$ cat config.mk
export PLATFORM = sky130hd
export DESIGN_NAME = mdio_clock_and_link_override
export DESIGN_NICKNAME = d
export VERILOG_FILES = /design/src/hw/mdio_pkg.sv /design/src/hw/mdc_divider.sv /design/src/hw/mdio_clock_and_link_override.sv
export VERILOG_INCLUDE_DIRS = /design/src /design/src/hw
export SDC_FILE = /design/constraint.sdc
export NUM_CORES = 1
export LEC_CHECK = 0
export BUFFER_PORTS_ARGS = -buffer_cell sky130_fd_sc_hd__buf_2
export CAP_MARGIN = 20
export CELL_PAD_IN_SITES_DETAIL_PLACEMENT = 0
export CELL_PAD_IN_SITES_GLOBAL_PLACEMENT = 1
export CORE_ASPECT_RATIO = 0.7
export CORE_UTILIZATION = 45
export DETAILED_ROUTE_END_ITERATION = 16
export GPL_ROUTABILITY_DRIVEN = 1
export PLACE_DENSITY_LB_ADDON = 0.12
export SETUP_SLACK_MARGIN = 0.02
export SLEW_MARGIN = 20
export SYNTH_ARGS = -nofsm -noshare
export SYNTH_HDL_FRONTEND = slang
export SYNTH_SLANG_ARGS = --single-unit
$ cat constraint.sdc
create_clock -name sys_clk -period 5.7 [get_ports sys_clk]
set_input_delay 0.285 -clock sys_clk [delete_from_list [all_inputs] [get_ports sys_clk]]
set_output_delay 0.285 -clock sys_clk [all_outputs]
set_load 0.01 [all_outputs]
$ cat src/hw/mdio_defines.svh
// Register map, field positions, reset values and counts for the MDC/MDIO block
`ifndef MDIO_DEFINES_SVH
`define MDIO_DEFINES_SVH

`define IDX_POLL_EN 16'hF40B
`define IDX_CLK_CFG 16'hF40C
`define IDX_PORT0 16'hF415
`define IDX_STATUS 16'hF4F0

`define RST_POLL_EN 7'h6F
`define RST_CLK_CFG 15'h0109
`define RST_PORT0 16'h1800

`define CFG_RST 15
`define CFG_GAP 14:9
`define CFG_EN 8
`define CFG_FREQ 7:0
`define CFG_LOW 14:0

`define P_SEL 15
`define P_LNK 14:13
`define P_SPD 12:11
`define P_DUP 10:9
`define P_FTX 8:7
`define P_FRX 6:5
`define P_ADDR 4:0

`define CODE_AUTO 2'h0
`define LNK_UP 2'h1
`define LNK_DOWN 2'h2
`define SPD_AUTO 2'h3
`define DUP_FULL 2'h1
`define DUP_HALF 2'h3
`define FC_ING 2'h1
`define FC_EGR 2'h3

`define PS_TXP 0
`define PS_RXP 1
`define PS_DUP 2
`define PS_SPD 4:3
`define PS_LNK 5

`define NUM_PORTS 7
`define PRESCALE_LAST 3'h4
`define SRST_CYCLES 4'h8
`define GAP_LSBS 8'h00
`define HDR_BITS 6'h2E
`define DATA_FIRST 6'h30
`define FRAME_LAST 6'h3F
`define PREAMBLE 32'hFFFFFFFF
`define FRAME_ST 2'h1
`define FRAME_RD 2'h2
`define POLL_REG 5'h01

`endif

$ cat src/hw/mdio_pkg.sv
// Types shared by the MDC/MDIO clock and link override block
package mdio_pkg;
  typedef enum logic [2:0] {
    ST_IDLE = 3'b001,
    ST_FRAME = 3'b010,
    ST_GAP = 3'b100
  } poll_state_t;
endpackage

$ cat src/hw/mdc_divider.sv
// Management clock divider: sys_clk / 5 / ((rate + 1) * 2)
`timescale 1ns/10ps
`include "mdio_defines.svh"

module mdc_divider (
  input wire logic sys_clk,
  input wire logic rst_n,
  input wire logic srst,
  input wire logic run,
  input wire logic [7:0] rate,
  output logic tick_rise,
  output logic tick_fall,
  output logic mdc_level
);
  logic [2:0] pre;
  logic [7:0] half;

  always_ff @(posedge sys_clk or negedge rst_n) begin
    if (!rst_n) begin
      pre <= 3'h0;
      half <= 8'h00;
      mdc_level <= 1'b0;
      tick_rise <= 1'b0;
      tick_fall <= 1'b0;
    end else if (srst || !run) begin
      pre <= 3'h0;
      half <= 8'h00;
      mdc_level <= 1'b0;
      tick_rise <= 1'b0;
      tick_fall <= 1'b0;
    end else begin
      tick_rise <= 1'b0;
      tick_fall <= 1'b0;
      if (pre == `PRESCALE_LAST) begin
        pre <= 3'h0;
        if (half >= rate) begin
          half <= 8'h00;
          mdc_level <= ~mdc_level; // (RULE4)
          tick_rise <= ~mdc_level;
          tick_fall <= mdc_level;
        end else begin
          half <= half + 8'h01;
        end
      end else begin
        pre <= pre + 3'h1;
      end
    end
  end
endmodule // mdc_divider

$ cat src/hw/mdio_clock_and_link_override.sv
// MDC clock, auto-polling engine and port 0 link override behind APB
//
// Contract
// (RULE1) Soft-reset bit resets MDIO hardware, keeps registers, self-clears when done.
// (RULE2) Wait 256 times gap field MDC cycles between polling reads.
// (RULE3) Clock-driver enable gates MDC; cleared also makes MDIO an input.
// (RULE4) MDC equals system clock over 5 over twice (rate plus one).
// (RULE5) Source select: 0 uses polling results, 1 integrated PHY outputs.
// (RULE6) Link control: 00 auto, 01 forced up, 10 forced down, 11 reserved.
// (RULE7) Speed control: 00 10M, 01 100M, 10 1G, 11 automatic.
// (RULE8) Duplex control: 00 auto, 01 full, 11 half, 10 reserved.
// (RULE9) TX flow mode: 00 auto, 01 ingress only, 11 egress only.
// (RULE10) RX flow mode uses the same encoding as TX flow mode.
// (RULE11) Five-bit PHY address per port, reset from strap, used for access; here only port 0 has one, ports 1-6 use their port number.
// (RULE12) Polling disabled for port: register settings used, not polled values.
// (RULE13) Seven-bit per-port enable; disabled ports are skipped by polling.
// (RULE14) Gap of zero starts the next polling read at once.
//
// Chosen here: the APB interface to the registers.
`timescale 1ns/10ps
`include "mdio_defines.svh"

module mdio_clock_and_link_override (
  input wire logic sys_clk,
  input wire logic rst_b,
  input wire logic [17:0] paddr,
  input wire logic psel,
  input wire logic penable,
  input wire logic pwrite,
  input wire logic [31:0] pwdata,
  output logic [31:0] prdata,
  output logic pready,
  output logic pslverr,
  input wire logic [4:0] phy_addr_strap,
  input wire logic iphy_link,
  input wire logic [1:0] iphy_speed,
  input wire logic iphy_duplex,
  input wire logic iphy_tx_pause,
  input wire logic iphy_rx_pause,
  output logic mdc,
  input wire logic mdio_in,
  output logic mdio_out,
  output logic mdio_oe,
  output logic [2:0] poll_port,
  output logic link_up,
  output logic [1:0] link_speed,
  output logic link_full_duplex,
  output logic [1:0] tx_flow_mode,
  output logic [1:0] rx_flow_mode
);
  logic rst_meta;
  logic rst_n;
  logic [14:0] clk_cfg;
  logic [6:0] poll_en;
  logic [15:0] port0;
  logic strap_done;
  logic srst_active;
  logic [3:0] srst_cnt;
  logic tick_rise;
  logic tick_fall;
  logic mdc_level;
  mdio_pkg::poll_state_t state;
  logic [5:0] bit_cnt;
  logic [45:0] hdr_sr;
  logic [15:0] rd_sr;
  logic [13:0] gap_cnt;
  logic [5:0] poll_stat;
  logic run;
  logic [15:0] idx;
  logic wr_access;
  logic [13:0] gap_target;
  logic [2:0] next_port;
  logic [4:0] next_addr;
  logic src_link;
  logic [1:0] src_speed;
  logic src_dup;
  logic src_txp;
  logic src_rxp;

  function automatic logic reg_hit(input logic [15:0] i);
    reg_hit = (i == `IDX_POLL_EN) || (i == `IDX_CLK_CFG) || (i == `IDX_PORT0) ||
              (i == `IDX_STATUS);
  endfunction

  // Returns {egress, ingress}; auto follows the source's pause bit
  function automatic logic [1:0] flow_resolve(input logic [1:0] code, input logic pause);
    unique case (code)
      `FC_ING: flow_resolve = 2'h1;
      `FC_EGR: flow_resolve = 2'h2;
      default: flow_resolve = {pause, pause};
    endcase
  endfunction

  function automatic logic [2:0] pick_port(input logic [6:0] en, input logic [2:0] cur);
    logic [2:0] p;
    pick_port = cur;
    p = cur;
    for (int k = 0; k < `NUM_PORTS; k++) begin
      p = (p == 3'h6) ? 3'h0 : p + 3'h1;
      if (en[p] && pick_port == cur) begin
        pick_port = p;
      end
    end
  endfunction

  // Reset released through two flops
  always_ff @(posedge sys_clk or negedge rst_b) begin
    if (!rst_b) begin
      rst_meta <= 1'b0;
      rst_n <= 1'b0;
    end else begin
      rst_meta <= 1'b1;
      rst_n <= rst_meta;
    end
  end

  assign idx = paddr[17:2];
  assign wr_access = psel && penable && pready && pwrite && reg_hit(idx);
  assign run = clk_cfg[`CFG_EN] && !srst_active;
  assign gap_target = {clk_cfg[`CFG_GAP], `GAP_LSBS};
  assign next_port = pick_port(poll_en, poll_port);
  assign next_addr = (next_port == 3'h0) ? port0[`P_ADDR] : {2'h0, next_port};

  // APB: no wait states, answer in the first access cycle
  always_ff @(posedge sys_clk or negedge rst_n) begin
    if (!rst_n) begin
      pready <= 1'b0;
      pslverr <= 1'b0;
      prdata <= 32'h00000000;
    end else begin
      pready <= psel && !penable && !pready;
      pslverr <= psel && !penable && !pready && !reg_hit(idx);
      if (psel && !penable && !pwrite) begin
        unique case (idx)
          `IDX_POLL_EN: prdata <= {25'h0000000, poll_en};
          `IDX_CLK_CFG: prdata <= {16'h0000, srst_active, clk_cfg};
          `IDX_PORT0: prdata <= {16'h0000, port0};
          `IDX_STATUS: prdata <= {16'h0000, state, poll_port, 4'h0, poll_stat};
          default: prdata <= 32'h00000000;
        endcase
      end
    end
  end

  always_ff @(posedge sys_clk or negedge rst_n) begin
    if (!rst_n) begin
      clk_cfg <= `RST_CLK_CFG;
      poll_en <= `RST_POLL_EN;
    end else if (wr_access) begin
      if (idx == `IDX_CLK_CFG) begin
        clk_cfg <= pwdata[`CFG_LOW];
      end
      if (idx == `IDX_POLL_EN) begin
        poll_en <= pwdata[6:0]; // (RULE13)
      end
    end
  end

  // Address taken from strap once after release
  always_ff @(posedge sys_clk or negedge rst_n) begin
    if (!rst_n) begin
      port0 <= `RST_PORT0;
      strap_done <= 1'b0;
    end else if (!strap_done) begin
      port0[`P_ADDR] <= phy_addr_strap; // (RULE11)
      strap_done <= 1'b1;
    end else if (wr_access && idx == `IDX_PORT0) begin
      port0 <= pwdata[15:0];
    end
  end

  // Soft reset: a new write of one restarts the count, so set wins over clear
  always_ff @(posedge sys_clk or negedge rst_n) begin
    if (!rst_n) begin
      srst_active <= 1'b0;
      srst_cnt <= 4'h0;
    end else if (wr_access && idx == `IDX_CLK_CFG && pwdata[`CFG_RST]) begin
      srst_active <= 1'b1; // (RULE1)
      srst_cnt <= 4'h0;
    end else if (srst_active) begin
      srst_cnt <= srst_cnt + 4'h1;
      if (srst_cnt == `SRST_CYCLES) begin
        srst_active <= 1'b0; // (RULE1)
      end
    end
  end

  mdc_divider u_div (
    .sys_clk(sys_clk),
    .rst_n(rst_n),
    .srst(srst_active),
    .run(clk_cfg[`CFG_EN]),
    .rate(clk_cfg[`CFG_FREQ]),
    .tick_rise(tick_rise),
    .tick_fall(tick_fall),
    .mdc_level(mdc_level)
  );

  always_ff @(posedge sys_clk or negedge rst_n) begin
    if (!rst_n) begin
      mdc <= 1'b0;
    end else begin
      mdc <= mdc_level && clk_cfg[`CFG_EN]; // (RULE3)
    end
  end

  // Polling engine; frames are 64 MDC cycles, data changes on MDC falling edge
  always_ff @(posedge sys_clk or negedge rst_n) begin
    if (!rst_n) begin
      state <= mdio_pkg::ST_IDLE;
      bit_cnt <= 6'h00;
      hdr_sr <= 46'h000000000000;
      rd_sr <= 16'h0000;
      gap_cnt <= 14'h0000;
      poll_port <= 3'h6;
      mdio_out <= 1'b0;
      mdio_oe <= 1'b0;
    end else if (srst_active || !run) begin
      state <= mdio_pkg::ST_IDLE; // (RULE1)
      bit_cnt <= 6'h00;
      gap_cnt <= 14'h0000;
      mdio_out <= 1'b0;
      mdio_oe <= 1'b0; // (RULE3)
      if (srst_active) begin
        poll_port <= 3'h6;
      end
    end else begin
      unique case (state)
        mdio_pkg::ST_IDLE: begin
          // Start on an MDC fall so the first rise samples bit 0, not bit 1
          if (|poll_en && tick_fall) begin
            poll_port <= next_port; // (RULE13)
            hdr_sr <= {`PREAMBLE, `FRAME_ST, `FRAME_RD, next_addr, `POLL_REG}; // (RULE11)
            mdio_out <= 1'b1;
            mdio_oe <= 1'b1;
            bit_cnt <= 6'h00;
            state <= mdio_pkg::ST_FRAME;
          end
        end
        mdio_pkg::ST_FRAME: begin
          if (tick_fall) begin
            hdr_sr <= {hdr_sr[44:0], 1'b0};
            mdio_out <= hdr_sr[44];
            mdio_oe <= bit_cnt < `HDR_BITS;
          end
          if (tick_rise) begin
            bit_cnt <= bit_cnt + 6'h01;
            if (bit_cnt >= `DATA_FIRST) begin
              rd_sr <= {rd_sr[14:0], mdio_in};
            end
            if (bit_cnt == `FRAME_LAST) begin
              gap_cnt <= 14'h0000;
              if (gap_target == 14'h0000) begin
                state <= mdio_pkg::ST_IDLE; // (RULE14)
              end else begin
                state <= mdio_pkg::ST_GAP;
              end
            end
          end
        end
        mdio_pkg::ST_GAP: begin
          if (tick_rise) begin
            gap_cnt <= gap_cnt + 14'h0001;
            if (gap_cnt + 14'h0001 >= gap_target) begin
              state <= mdio_pkg::ST_IDLE; // (RULE2)
            end
          end
        end
      endcase
    end
  end

  // Port 0 polled status; cleared while polling is off for the port
  always_ff @(posedge sys_clk or negedge rst_n) begin
    if (!rst_n) begin
      poll_stat <= 6'h00;
    end else if (srst_active || !poll_en[0]) begin
      poll_stat <= 6'h00; // (RULE12)
    end else if (state == mdio_pkg::ST_FRAME && tick_rise && bit_cnt == `FRAME_LAST &&
                 poll_port == 3'h0) begin
      poll_stat <= {rd_sr[4:0], mdio_in};
    end
  end

  // Information source for automatic codes
  always_comb begin
    if (port0[`P_SEL]) begin
      src_link = iphy_link; // (RULE5)
      src_speed = iphy_speed;
      src_dup = iphy_duplex;
      src_txp = iphy_tx_pause;
      src_rxp = iphy_rx_pause;
    end else begin
      src_link = poll_stat[`PS_LNK]; // (RULE5)
      src_speed = poll_stat[`PS_SPD];
      src_dup = poll_stat[`PS_DUP];
      src_txp = poll_stat[`PS_TXP];
      src_rxp = poll_stat[`PS_RXP];
    end
  end

  // Reserved codes fall back to automatic
  always_ff @(posedge sys_clk or negedge rst_n) begin
    if (!rst_n) begin
      link_up <= 1'b0;
      link_speed <= 2'h0;
      link_full_duplex <= 1'b0;
      tx_flow_mode <= 2'h0;
      rx_flow_mode <= 2'h0;
    end else begin
      unique case (port0[`P_LNK])
        `LNK_UP: link_up <= 1'b1; // (RULE6)
        `LNK_DOWN: link_up <= 1'b0; // (RULE6)
        default: link_up <= src_link;
      endcase
      link_speed <= (port0[`P_SPD] == `SPD_AUTO) ? src_speed : port0[`P_SPD]; // (RULE7)
      unique case (port0[`P_DUP])
        `DUP_FULL: link_full_duplex <= 1'b1; // (RULE8)
        `DUP_HALF: link_full_duplex <= 1'b0; // (RULE8)
        default: link_full_duplex <= src_dup;
      endcase
      tx_flow_mode <= flow_resolve(port0[`P_FTX], src_txp); // (RULE9)
      rx_flow_mode <= flow_resolve(port0[`P_FRX], src_rxp); // (RULE10)
    end
  end
endmodule // mdio_clock_and_link_override

==> impl_metrics.py <==
metrics = {
    "critical_path": {
        "start_kind": "register",
        "critPathMostFrequentCell": "nor2_1",
        "crit_chain": "nor2_1, a22o_1, nand3b_4, nor3b_2, nand4bb_1, nand3_1, a31oi_1, nor2_1, a211o_1",
        "arrival_ps": 4570,
        "timing.critical_path.buf_inv": 0,
        "path_max_fanout": 38,
        "worstRegToRegCells": 9,
        "crit_type": "reg2reg",
        "crit_slowest_cell": "dfstp_2",
        "reg2reg_slack_ps": 1480,
        "cp_top_family": "simple AND/OR/NAND/NOR gates",
        "endpoint_kind": "register",
        "cp.depth": 9,
        "critPathMaxStageDelay_ps": 1000,
        "crit_required_ps": 6050,
    },
    "synth": {
        "syn_avg_cell_area_um2": 9.36,
        "muxShareOfSynthArea": 0.0476,
        "synth_top_family_by_area": "simple AND/OR/NAND/NOR gates",
        "seq_area_frac_synth": 0.472,
        "netlist_area_um2": 9090,
        "synthFlopType": "dfrtp_1",
        "synthSimpleGateAreaFrac": 0.200,
        "yosysUniqueCellTypes": 80,
        "yosys_warnings": 0,
        "synth_xor_area_frac": 0.0193,
        "async_flop_share": 1.00,
        "yosys.area_share.adder": 0.0303,
        "synth-edff-count": 0,
        "synth_top_area_share": 0.432,
        "synth.largest_area_cell": "dfrtp_1",
        "synthCells": 972,
        "synth_compound_area_frac": 0.174,
        "synth_seq_cells": 171,
        "synthTopCellsByArea": "dfrtp_1, nand2_1, o21ai_0",
    },
    "cts": {
        "cts-root-buf": "clkbuf_16",
        "clk_latency_ps": 440,
        "cts_tree": "yes",
        "cts_buffer_depth": 2,
        "cts_buffers": 17,
        "numClockSinks": 171,
        "cts-resized-gates": 0,
        "post_cts_buffers": 0,
        "clkSlewWorstSetupHoldPaths_ps": 70,
        "cts-htree-levels": 4,
    },
    "finish": {
        "syn2layout_area_growth_pct": 12.2,
        "fillers": 1918,
        "antenna_cells": 0,
        "nets": 1116,
        "stdcell_count": 1310,
        "drive_gt1_frac": 0.175,
    },
    "worst_hold_path": {
        "hold_class": "in2reg",
        "whs_path_depth": 3,
    },
    "routing": {
        "drt_first_pass_iters": 5,
        "antenna_left": 0,
        "routedWlPerCell_um": 17.4,
        "vias": 7300,
        "first_iter_violations": 680,
        "routed_wl_mm": 22.8,
        "via_per_inst": 5.57,
        "drc": 0,
    },
    "sta": {
        "fmax_ghz": 0.237,
        "finalMaxSlewViolations": 0,
        "setup_viol": 0,
        "maxSlewHeadroom": 0.331,
        "tns_ps": 0,
        "min_period_ps": 4220,
        "worst_pin_slew_ps": 994,
        "hold_violations": 0,
        "whs_ps": 56.2,
        "fin_crit_sh": 0.741,
        "rsz0062_at_grt": "no",
        "skew_ps": 18.4,
    },
    "place": {
        "hpwl_mm": 15.7,
        "placedCellCount": 1277,
        "numPortBuffers": 80,
        "place_congestion": 0.917,
    },
    "global_routing": {
        "grt_pass1_vias": 7083,
        "grt_pass1_wl_mm": 38.3,
        "grt-ovfl-total": 0,
        "track_usage": 0.238,
        "antenna_found_initial": 0,
        "grt_max_degree": 127,
    },
    "run_status": {
        "outcome": "completed",
    },
    "power": {
        "p_leak_nw": 4.87,
        "peakVddDrop_mv": 0.156,
        "powerDensity_nw_per_um2": 247,
    },
    "floorplan": {
        "start_util": 0.459,
        "die-area_um2": 20800,
        "core.rowCount": 43,
        "io_pins": 115,
        "die_h_um": 121,
        "dieWidth_um": 172,
        "coreArea_um2": 19800,
    },
    "flow_run": {
        "max-cap-violations": 0,
    },
}
-- tightest hold or removal path, stage by stage --
cell,delay (ps)
buf_2,110
nand2_1,50
nand2_1,40
-- per-stage QoR --
stage | area (µm²) | setup slack, ps | util | power (mW)
after floorplan | 9160 | 607 | - | 1.34
after global placement | 9600 | 1490 | 0.485 | 1.39
after detailed placement | 9600 | 1520 | 0.485 | 1.39
after CTS | 10200 | 1500 | 0.516 | 2.56
after global routing | 10200 | 1070 | 0.516 | 2.63
final | 10200 | 1480 | 0.516 | 2.53
-- cells in the final DEF, fill, tap and decap left out, types with 18 or more instances in the layout --
cell type	count
ha_1	22
o21ai_0	87
nand2_1	153
a21oi_1	52
nor2_1	62
mux2_2	26
conb_1	18
nand3_1	28
dfrtp_1	156
inv_1	26
buf_2	80
-- cells in the mapped netlist (8+ instances only) --
cell and count:
a22o_1 12, dfrtp_1 157, or3_1 8, a21oi_1 52
nand2b_1 16, xor2_1 13, nand4_1 12, nor3_1 15
buf_4 17, inv_1 26, o21ai_0 87, clkbuf_1 38
a31oi_1 15, mux2_2 26, and3_1 14, nor2b_1 15
nor2_1 64, a222oi_1 13, buf_2 8, a21o_1 9
ha_1 22, mux2i_1 14, nand3_1 28, nand2_1 153
dfstp_2 14
-- cells by family (layout without fill, tap and decap cells) --
group / count (synthesis) / in the layout
adders and majority gates: 22 / 22
AOI/OAI and AO/OA: 246 / 246
buffers and inverters: 99 / 151
DFF: 171 / 171
other: 2 / 18
and+or+nand+nor: 372 / 372
xor gates and xnor gates: 20 / 20
muxes: 40 / 40
-- report_power, final --
| part | total [mW] | internal, mW | switching (mW) |
|---|---|---|---|
| Clock | 1.16 | 0.592 | 0.567 |
| Sequential | 1.26 | 1.24 | 0.0232 |
| Combinational | 0.107 | 0.0405 | 0.0665 |
| Total | 2.53 | 1.87 | 0.657 |
-- registers in the layout (all words and copies together) (netlist names), 3 cells and up --
name        flops
port0          16
poll_en         7
gap_cnt        14
u_div.pre       3
rd_sr           5
u_div.half      8
srst_cnt        4
bit_cnt         6
clk_cfg        15
poll_port       3
state           3
poll_stat       6
hdr_sr         45
prdata         16
-- area by class of cell --
cell class	instances	area [µm²]	share of cell area
Sequential cell	171	4300	0.421
Tap cell	270	338	0.0331
Inverter	28	105	0.0103
Multi-Input combinational cell	718	4370	0.428
Clock buffer	17	425	0.0417
Clock inverter	15	170	0.0167
Timing Repair Buffer	91	498	0.0488
-- what timing repair did --
item                                   in CTS  in global routing
hold buffers                                1                  0
endpoints found under the hold margin       2                  0
setup endpoints to repair                   0                  0
-- path summary, 6_finish.rpt --
| check | to | from |
|---|---|---|
| setup / recovery | poll_port[1] | poll_port[1] |
| hold / removal | clk_cfg[8] | pwdata[8] |
| setup reg to reg | poll_port[1] | poll_port[1] |
| hold reg to reg | prdata[11] | rst_n |
| max in group asynchronous | hdr_sr[0] | rst_n |
| min in group asynchronous | rst_n | rst_b |
-- layer usage --
| metal | track usage | share of wire |
|---|---|---|
| met1 | 0.365 | 0.51 |
| met5 | 0 | 0 |
| met2 | 0.345 | 0.43 |
| met3 | 0.0388 | 0.050 |
| met4 | 0.0664 | 0.013 |
No activity file was read; power rests on OpenSTA's default activity.
